<file path="config.mk">
export PLATFORM = sky130hd
export DESIGN_NAME = act_trim_bank
export DESIGN_NICKNAME = d
export VERILOG_FILES = /design/src/act_pkg.sv /design/src/act_trim_select.sv /design/src/act_trim_bank.sv
export SDC_FILE = /design/constraint.sdc
export NUM_CORES = 1
export LEC_CHECK = 0
export BUFFER_PORTS_ARGS = -buffer_cell sky130_fd_sc_hd__buf_4
export CORE_MARGIN = 2
export CORE_UTILIZATION = 45
export CTS_CLUSTER_DIAMETER = 50
export CTS_CLUSTER_SIZE = 40
export DETAILED_ROUTE_END_ITERATION = 10
export PLACE_DENSITY_LB_ADDON = 0.1
export SLEW_MARGIN = 20
export SYNTH_ARGS = -nofsm -noshare
export SYNTH_HDL_FRONTEND = slang
export SYNTH_SLANG_ARGS = --single-unit
</file>
<file path="constraint.sdc">
create_clock -name clk -period 2.9 [get_ports clk]
set_input_delay 0.29 -clock clk [delete_from_list [all_inputs] [get_ports clk]]
set_output_delay 0.29 -clock clk [all_outputs]
set_load 0.1 [all_outputs]
</file>
<file path="src/act_pkg.sv">
package act_pkg;
   localparam int ACT_ADDR_W  = 12;
   localparam int ACT_DATA_W  = 8;
   localparam int ACT_TIME_W  = 8;
   localparam int ACT_OFS_W   = 12;
   localparam int ACT_OREG_W  = 16;
   localparam int ACT_N_TIME  = 2;
   localparam int ACT_N_OFS   = 5;

   // Timing trim indexes and byte addresses
   localparam int ACT_T_CORE_A_SINGLE_IB = 0;
   localparam int ACT_T_CORE_B_SINGLE_IB = 1;
   localparam logic [ACT_ADDR_W-1:0] ACT_TIME_ADDR [ACT_N_TIME] = '{12'h31a, 12'h31b};

   // Offset trim indexes and base byte addresses, low byte at base, high byte at base plus one
   localparam int ACT_O_CORE_A_DUAL_IA   = 0;
   localparam int ACT_O_CORE_A_DUAL_IB   = 1;
   localparam int ACT_O_CORE_A_SINGLE_IA = 2;
   localparam int ACT_O_CORE_A_SINGLE_IB = 3;
   localparam int ACT_O_CORE_B_IA        = 4;
   localparam logic [ACT_ADDR_W-1:0] ACT_OFS_ADDR [ACT_N_OFS] =
      '{12'h344, 12'h346, 12'h348, 12'h34a, 12'h34c};
   localparam logic [ACT_ADDR_W-1:0] ACT_HI_BYTE_STEP = 12'h001;

   // Field layout of a 16-bit offset trim
   localparam int ACT_OFS_LSB = 0;
   localparam int ACT_OFS_MSB = 11;
   localparam int ACT_RSV_LSB = 12;
   localparam int ACT_RSV_MSB = 15;

   // Reset values
   localparam logic [ACT_TIME_W-1:0] ACT_TIME_RST = 8'h00;
   localparam logic [ACT_OREG_W-1:0] ACT_OREG_RST = 16'h0000;
   localparam logic [ACT_OFS_W-1:0]  ACT_OFS_OFF  = 12'h000;
   localparam logic [ACT_DATA_W-1:0] ACT_RD_NONE  = 8'h00;
endpackage

</file>
<file path="src/act_trim_select.sv">
`timescale 1ns/1ps
module act_trim_select
   import act_pkg::*;
(
   input  wire logic                                  clk,
   input  wire logic                                  rst,
   input  wire logic                                  single_mode,
   input  wire logic                                  fg_cal_en,
   input  wire logic                                  core_a_samples_second,
   input  wire logic                                  core_b_samples_second,
   input  wire logic                                  core_a_phase_90,
   input  wire logic [act_pkg::ACT_N_TIME-1:0][act_pkg::ACT_TIME_W-1:0] time_trim,
   input  wire logic [act_pkg::ACT_N_OFS-1:0][act_pkg::ACT_OREG_W-1:0]  ofs_trim,
   output logic [act_pkg::ACT_TIME_W-1:0]             core_a_timing_trim,
   output logic                                       core_a_timing_valid,
   output logic [act_pkg::ACT_TIME_W-1:0]             core_b_timing_trim,
   output logic                                       core_b_timing_valid,
   output logic [act_pkg::ACT_OFS_W-1:0]              core_a_offset_trim,
   output logic                                       core_a_offset_valid,
   output logic [act_pkg::ACT_OFS_W-1:0]              core_b_offset_trim,
   output logic                                       core_b_offset_valid
);
   import act_pkg::*;

   // Unselected values drive zero so a stale trim never reaches a core
   always_ff @(posedge clk) begin
      if (rst) begin
         core_a_timing_trim  <= ACT_TIME_RST;
         core_a_timing_valid <= 1'b0;
      end else if (fg_cal_en && single_mode && core_a_samples_second) begin
         core_a_timing_trim  <= time_trim[ACT_T_CORE_A_SINGLE_IB];
         core_a_timing_valid <= 1'b1;
      end else begin
         core_a_timing_trim  <= ACT_TIME_RST;
         core_a_timing_valid <= 1'b0;
      end
   end

   always_ff @(posedge clk) begin
      if (rst) begin
         core_b_timing_trim  <= ACT_TIME_RST;
         core_b_timing_valid <= 1'b0;
      end else if (fg_cal_en && single_mode && core_b_samples_second) begin
         core_b_timing_trim  <= time_trim[ACT_T_CORE_B_SINGLE_IB];
         core_b_timing_valid <= 1'b1;
      end else begin
         core_b_timing_trim  <= ACT_TIME_RST;
         core_b_timing_valid <= 1'b0;
      end
   end

   // Phase 90 takes priority: it is the only selector that names the clock phase
   always_ff @(posedge clk) begin
      if (rst) begin
         core_a_offset_trim  <= ACT_OFS_OFF;
         core_a_offset_valid <= 1'b0;
      end else if (!fg_cal_en) begin
         core_a_offset_trim  <= ACT_OFS_OFF;
         core_a_offset_valid <= 1'b0;
      end else if (core_a_phase_90 && core_a_samples_second) begin
         core_a_offset_trim  <= ofs_trim[ACT_O_CORE_A_SINGLE_IB][ACT_OFS_MSB:ACT_OFS_LSB];
         core_a_offset_valid <= 1'b1;
      end else if (!single_mode && !core_a_samples_second) begin
         core_a_offset_trim  <= ofs_trim[ACT_O_CORE_A_DUAL_IA][ACT_OFS_MSB:ACT_OFS_LSB];
         core_a_offset_valid <= 1'b1;
      end else if (!single_mode && core_a_samples_second) begin
         core_a_offset_trim  <= ofs_trim[ACT_O_CORE_A_DUAL_IB][ACT_OFS_MSB:ACT_OFS_LSB];
         core_a_offset_valid <= 1'b1;
      end else if (single_mode && !core_a_samples_second) begin
         core_a_offset_trim  <= ofs_trim[ACT_O_CORE_A_SINGLE_IA][ACT_OFS_MSB:ACT_OFS_LSB];
         core_a_offset_valid <= 1'b1;
      end else begin
         core_a_offset_trim  <= ACT_OFS_OFF;
         core_a_offset_valid <= 1'b0;
      end
   end

   always_ff @(posedge clk) begin
      if (rst) begin
         core_b_offset_trim  <= ACT_OFS_OFF;
         core_b_offset_valid <= 1'b0;
      end else if (fg_cal_en && !core_b_samples_second) begin
         core_b_offset_trim  <= ofs_trim[ACT_O_CORE_B_IA][ACT_OFS_MSB:ACT_OFS_LSB];
         core_b_offset_valid <= 1'b1;
      end else begin
         core_b_offset_trim  <= ACT_OFS_OFF;
         core_b_offset_valid <= 1'b0;
      end
   end
endmodule

</file>
<file path="src/act_trim_bank.sv">
`timescale 1ns/1ps
// Function
// Core A single-channel second-input timing trim at 0x31a, applied with foreground cal.
// Core B single-channel second-input timing trim at 0x31b, applied with foreground cal.
// Core A dual-channel first-input 12-bit offset trim at 0x344.
// Core A dual-channel second-input 12-bit offset trim at 0x346.
// Core A single-channel first-input 12-bit offset trim at 0x348.
// Core A second-input 90-degree phase offset trim at 0x34a.
// Core B first-input offset trim at 0x34c, default loaded from fuses.
// Offset trim bits 15:12 reserved, read/write, reset to zero.
// Timing trims shift sampling instant; fuse defaults readable and writable.
// Trims whose core, mode, input or calibration condition fails are not applied.
module act_trim_bank
   import act_pkg::*;
(
   input  wire logic                           clk,
   input  wire logic                           rst,
   input  wire logic [act_pkg::ACT_ADDR_W-1:0] reg_addr,
   input  wire logic                           reg_wr_en,
   input  wire logic [act_pkg::ACT_DATA_W-1:0] reg_wr_data,
   input  wire logic                           reg_rd_en,
   output logic [act_pkg::ACT_DATA_W-1:0]      reg_rd_data,
   output logic                                reg_rd_valid,
   input  wire logic                           fuse_load,
   input  wire logic [act_pkg::ACT_TIME_W-1:0] fuse_core_a_single_input_b_timing_trim,
   input  wire logic [act_pkg::ACT_TIME_W-1:0] fuse_core_b_single_input_b_timing_trim,
   input  wire logic [act_pkg::ACT_OFS_W-1:0]  fuse_core_a_dual_input_a_offset_trim,
   input  wire logic [act_pkg::ACT_OFS_W-1:0]  fuse_core_a_dual_input_b_offset_trim,
   input  wire logic [act_pkg::ACT_OFS_W-1:0]  fuse_core_a_single_input_a_offset_trim,
   input  wire logic [act_pkg::ACT_OFS_W-1:0]  fuse_core_a_single_input_b_offset_trim,
   input  wire logic [act_pkg::ACT_OFS_W-1:0]  fuse_core_b_input_a_offset_trim,
   input  wire logic                           single_mode,
   input  wire logic                           fg_cal_en,
   input  wire logic                           core_a_samples_second,
   input  wire logic                           core_b_samples_second,
   input  wire logic                           core_a_phase_90,
   output logic [act_pkg::ACT_TIME_W-1:0]      core_a_timing_trim,
   output logic                                core_a_timing_valid,
   output logic [act_pkg::ACT_TIME_W-1:0]      core_b_timing_trim,
   output logic                                core_b_timing_valid,
   output logic [act_pkg::ACT_OFS_W-1:0]       core_a_offset_trim,
   output logic                                core_a_offset_valid,
   output logic [act_pkg::ACT_OFS_W-1:0]       core_b_offset_trim,
   output logic                                core_b_offset_valid
);
   import act_pkg::*;

   logic [ACT_N_TIME-1:0][ACT_TIME_W-1:0] time_reg;
   logic [ACT_N_OFS-1:0][ACT_OREG_W-1:0]  ofs_reg;
   logic [ACT_N_TIME-1:0][ACT_TIME_W-1:0] fuse_time;
   logic [ACT_N_OFS-1:0][ACT_OFS_W-1:0]   fuse_ofs;
   logic [ACT_DATA_W-1:0]                 rd_data_next;

   assign fuse_time[ACT_T_CORE_A_SINGLE_IB] = fuse_core_a_single_input_b_timing_trim;
   assign fuse_time[ACT_T_CORE_B_SINGLE_IB] = fuse_core_b_single_input_b_timing_trim;
   assign fuse_ofs[ACT_O_CORE_A_DUAL_IA]    = fuse_core_a_dual_input_a_offset_trim;
   assign fuse_ofs[ACT_O_CORE_A_DUAL_IB]    = fuse_core_a_dual_input_b_offset_trim;
   assign fuse_ofs[ACT_O_CORE_A_SINGLE_IA]  = fuse_core_a_single_input_a_offset_trim;
   assign fuse_ofs[ACT_O_CORE_A_SINGLE_IB]  = fuse_core_a_single_input_b_offset_trim;
   assign fuse_ofs[ACT_O_CORE_B_IA]         = fuse_core_b_input_a_offset_trim;

   // Software write beats a fuse load in the same cycle: the later intent wins
   genvar gi;
   generate
      for (gi = 0; gi < ACT_N_TIME; gi++) begin : g_time
         always_ff @(posedge clk) begin
            if (rst) begin
               time_reg[gi] <= ACT_TIME_RST;
            end else if (reg_wr_en && reg_addr == ACT_TIME_ADDR[gi]) begin
               time_reg[gi] <= reg_wr_data;
            end else if (fuse_load) begin
               time_reg[gi] <= fuse_time[gi];
            end
         end
      end

      for (gi = 0; gi < ACT_N_OFS; gi++) begin : g_ofs
         always_ff @(posedge clk) begin
            if (rst) begin
               ofs_reg[gi] <= ACT_OREG_RST;
            end else if (reg_wr_en && reg_addr == ACT_OFS_ADDR[gi]) begin
               ofs_reg[gi][ACT_DATA_W-1:0] <= reg_wr_data;
            end else if (reg_wr_en && reg_addr == ACT_OFS_ADDR[gi] + ACT_HI_BYTE_STEP) begin
               ofs_reg[gi][ACT_OREG_W-1:ACT_DATA_W] <= reg_wr_data;
            end else if (fuse_load) begin
               // Fuses carry no reserved bits, so those stay as software left them
               ofs_reg[gi][ACT_OFS_MSB:ACT_OFS_LSB] <= fuse_ofs[gi];
            end
         end
      end
   endgenerate

   // Unmapped byte addresses read as zero
   always_comb begin
      rd_data_next = ACT_RD_NONE;
      for (int i = 0; i < ACT_N_TIME; i++) begin
         if (reg_addr == ACT_TIME_ADDR[i]) begin
            rd_data_next = time_reg[i];
         end
      end
      for (int i = 0; i < ACT_N_OFS; i++) begin
         if (reg_addr == ACT_OFS_ADDR[i]) begin
            rd_data_next = ofs_reg[i][ACT_DATA_W-1:0];
         end else if (reg_addr == ACT_OFS_ADDR[i] + ACT_HI_BYTE_STEP) begin
            rd_data_next = ofs_reg[i][ACT_OREG_W-1:ACT_DATA_W];
         end
      end
   end

   always_ff @(posedge clk) begin
      if (rst) begin
         reg_rd_data  <= ACT_RD_NONE;
         reg_rd_valid <= 1'b0;
      end else begin
         reg_rd_valid <= reg_rd_en;
         if (reg_rd_en) begin
            reg_rd_data <= rd_data_next;
         end
      end
   end

   // Selection is registered inside, one cycle behind mode or register changes
   act_trim_select u_select (
      .clk                   (clk),
      .rst                   (rst),
      .single_mode           (single_mode),
      .fg_cal_en             (fg_cal_en),
      .core_a_samples_second (core_a_samples_second),
      .core_b_samples_second (core_b_samples_second),
      .core_a_phase_90       (core_a_phase_90),
      .time_trim             (time_reg),
      .ofs_trim              (ofs_reg),
      .core_a_timing_trim    (core_a_timing_trim),
      .core_a_timing_valid   (core_a_timing_valid),
      .core_b_timing_trim    (core_b_timing_trim),
      .core_b_timing_valid   (core_b_timing_valid),
      .core_a_offset_trim    (core_a_offset_trim),
      .core_a_offset_valid   (core_a_offset_valid),
      .core_b_offset_trim    (core_b_offset_trim),
      .core_b_offset_valid   (core_b_offset_valid)
   );
endmodule

</file>
==> summary.txt <==
Floorplanning
  • Ports: 159
  • Core Area: 15900 µm²
  • Die H: ~130 µm
  • Die area: 17400 µm²
  • Initial Utilization: 46.2%
  • Die X: 132 µm
  • Row count: 46

Critical path
  • Crit path max fanout: 8
  • Most used cell, CP: buf_4
  • CP Data Required Time: ~3.2 ns
  • Internal reg-to-reg setup slack: 1.23 ns
  • Crit-path max cell delay: 0.58 ns
  • Crit path capture: ofs_reg[1]
  • Crit path from: reg_addr[11]
  • Worst r2r src: time_reg[8]
  • Worst path depth: 7
  • Critical path capture point type: flip-flop
  • Critical-path cell list: buf_4 > nor2_1 > nand3_2 > nor3_4 > buf_4 > mux2i_1 > a211oi_2
  • R2r endpoint: reg_rd_data[0]
  • Slowest CP cell: nor3_4
  • Top delay family on crit path: simple AND/OR/NAND/NOR gates
  • WS Path Type: primary input to flip-flop
  • CP Data Arrival Time: 2.27 ns
  • CP Buf/Inv Count: 2
  • R2R cell count: 6
  • Startpoint types: primary input

Global routing
  • Vias in the first global route: approximately 6500
  • Initial antenna violation count: 0
  • Global-route wire length before repair: 39.5 mm
  • GRT Overall Usage: 29.7%
  • Largest net degree at the start of global routing: 59
  • Grt total ovfl: 0

Synthesis
  • Area contributors post-synth: dfxtp_1 40%, mux2i_1 13%, a211oi_1 9.6%, nor2_1 5.8%, a21oi_1 2.9%
  • Flops & latches, synth: 149
  • Synth area leader: dfxtp_1
  • Post-synth top area share: 40.5%
  • Synthesized Nets: slightly above 900
  • Mapped Area: 7370 µm²
  • Seq/Total Area, Yosys: 40.5%
  • Most used DFF post-synth: dfxtp_1
  • Netlist cell types: 67
  • Synth Instances: 819
  • Post-synth EDFFs: 0
  • FFs w/ async S/R, synth: 0%
  • Most common cell in the netlist: dfxtp_1
  • Syn Area/Cell: 8.99 µm²
  • Synth warn: 0
  • Synth top cells by count: 149 x dfxtp_1, 113 x nor2_1, 97 x mux2i_1

Timing
  • Slew @ Worst Pin: approximately 0.80 ns
  • Max-slew headroom: 46.5%
  • Post-route setup TNS: 0 ns
  • Worst Hold Slack: ~0.21 ns
  • Final period utilization: 68.2%
  • Final setup violation count: 0
  • Worst Clk Skew: between 0.005 and 0.006 ns
  • Hold Vio Cnt, Final: 0
  • Worst setup margin: 0.921 ns
  • Fmax: 505 MHz
  • Tmin final: 1.98 ns
  • RSZ-0062 raised after global routing: no
  • Max-slew violations: 0

Run
  • Max-cap violations: 0

Detailed routing
  • Number of remaining DRC errors: 0
  • DRT Pass-1 Iters: 6
  • Vias: 6873
  • Antenna Nets Post-Route: 0
  • Drt total wl: 26.3 mm
  • Routed WL per cell: approximately 22 µm
  • DR iter-0 viols: 581
  • DR vias/cell: about 6

Place
  • Post-DP HPWL: 19.4 mm
  • Port bufs: 158
  • GPL Wtd Cong: roughly 0.94
  • Dpl ws: 0.545 ns

Clock tree
  • Clk_lat worst skew: 0.43 ns
  • Hold Buf Count CTS: 0
  • CTS buffer count: 17
  • Clock-pin slew on the worst setup and hold paths: about 0.06 ns
  • Post-cts resize count: 0
  • Setup bufs post-CTS: 0
  • Clock sink total: 149
  • Root Buffer Master: clkbuf_16
  • CTS tree: yes
  • Max H-tree Level: 4
  • Max Buffers Root-to-Sink: 2

Power and ir drop
  • Pwr/cell area: 561 nW/µm²
  • Worst vdd ir: 0.398 mV
  • P_leak: 3.78 nW

Worst hold path
  • Worst hold path type: primary input to flip-flop
  • Hold path startpoint: fuse_core_a_single_input_a_offset_trim[4]

Layout
  • Antenna cells: 0
  • Nets@finish: ~1000
  • Area delta synth->final: 24.9%
  • Fill count: roughly 1500
  • Max FFs per register: 80
  • Fraction of layout cells with a size suffix above 1: 25.5%

Status
  • Outcome: completed
==> cell usage in the layout (no fill, tap or decap), types with 6 or more instances in the layout <==
master / Yosys / routed
buf_4: 7 / 178
dfxtp_1: 149 / 149
nor2_1: 113 / 113
mux2i_1: 97 / 97
a211oi_1: 94 / 94
a21oi_1: 43 / 43
nand2_1: 33 / 33
and2_1: 31 / 31
o21ai_0: 24 / 24
nor2b_1: 18 / 18
clkbuf_16: 0 / 17
nor3_1: 16 / 16
nor3b_1: 12 / 12
nand2b_1: 8 / 8
or3_1: 8 / 8
a211oi_2: 8 / 8
nand3_1: 8 / 8
nand4_1: 7 / 7
o22ai_1: 6 / 6
==> tightest hold or removal path, delay by kind of cell <==
family / cells / cell delay, ns
multiplexers: 1 / 0.11
AO/OA/AOI/OAI: 1 / 0.08
buffers and inverters: 1 / 0.10
==> routing by layer <==
layer	vias up	share of wire (%)	routed length (µm)	global-route usage, %
li1	3218	-	-	-
met1	3313	45	11800	40.6
met2	298	47	12300	48.0
met3	44	5.8	1530	4.88
met4	0	2.3	614	9.60
met5	-	0	0	0
==> cell type report <==
type                       count  area [µm²]  share of cell area, %
clock buffer                  19         443                   4.81
clock inverter                13         146                   1.59
inverter                       2        7.51                 0.0816
multi-input combinational    591        4000                   43.4
sequential                   149        2980                   32.4
tap                          216         270                   2.94
timing repair buffer         179        1360                   14.7
==> worst min path at each step <==
stage | endpoint | slack (ns) | depth (start not counted)
floorplan | ofs_reg[13] | 0.44 | 2
global placement | ofs_reg[13] | 0.44 | 2
detailed placement | ofs_reg[15] | 0.45 | 2
CTS | ofs_reg[22] | 0.20 | 3
global route | ofs_reg[39] | 0.21 | 3
finish | ofs_reg[36] | 0.21 | 3
==> where the power goes <==
group          internal [mW]  switching (mW)  leakage (nW)  total (mW)
clock network           1.30           0.931         0.273        2.23
logic                  0.264           0.436          2.29       0.700
registers               2.13          0.0985          1.22        2.23
==> kinds of logic after synthesis <==
| group | share of synthesized area, % |
|---|---|
| simple gates | 19.9 |
| flops | 40.5 |
| buf+inv | 5.27 |
| compound gates | 20.1 |
| mux | 14.3 |
==> metrics by stage <==
| step | std cells | area, µm² | utilization, % | total power, mW |
|---|---|---|---|---|
| after floorplan | 819 | 7370 | - | 2.68 |
| after global placement | 1137 | 8610 | 54.0 | 2.96 |
| after detailed placement | 1137 | 8610 | 54.0 | 2.97 |
| after CTS | 1169 | 9200 | 57.7 | 5.17 |
| after global routing | 1169 | 9200 | 57.7 | 5.31 |
| final | 1169 | 9200 | 57.7 | 5.16 |
(Power assumes the default switching activity.)
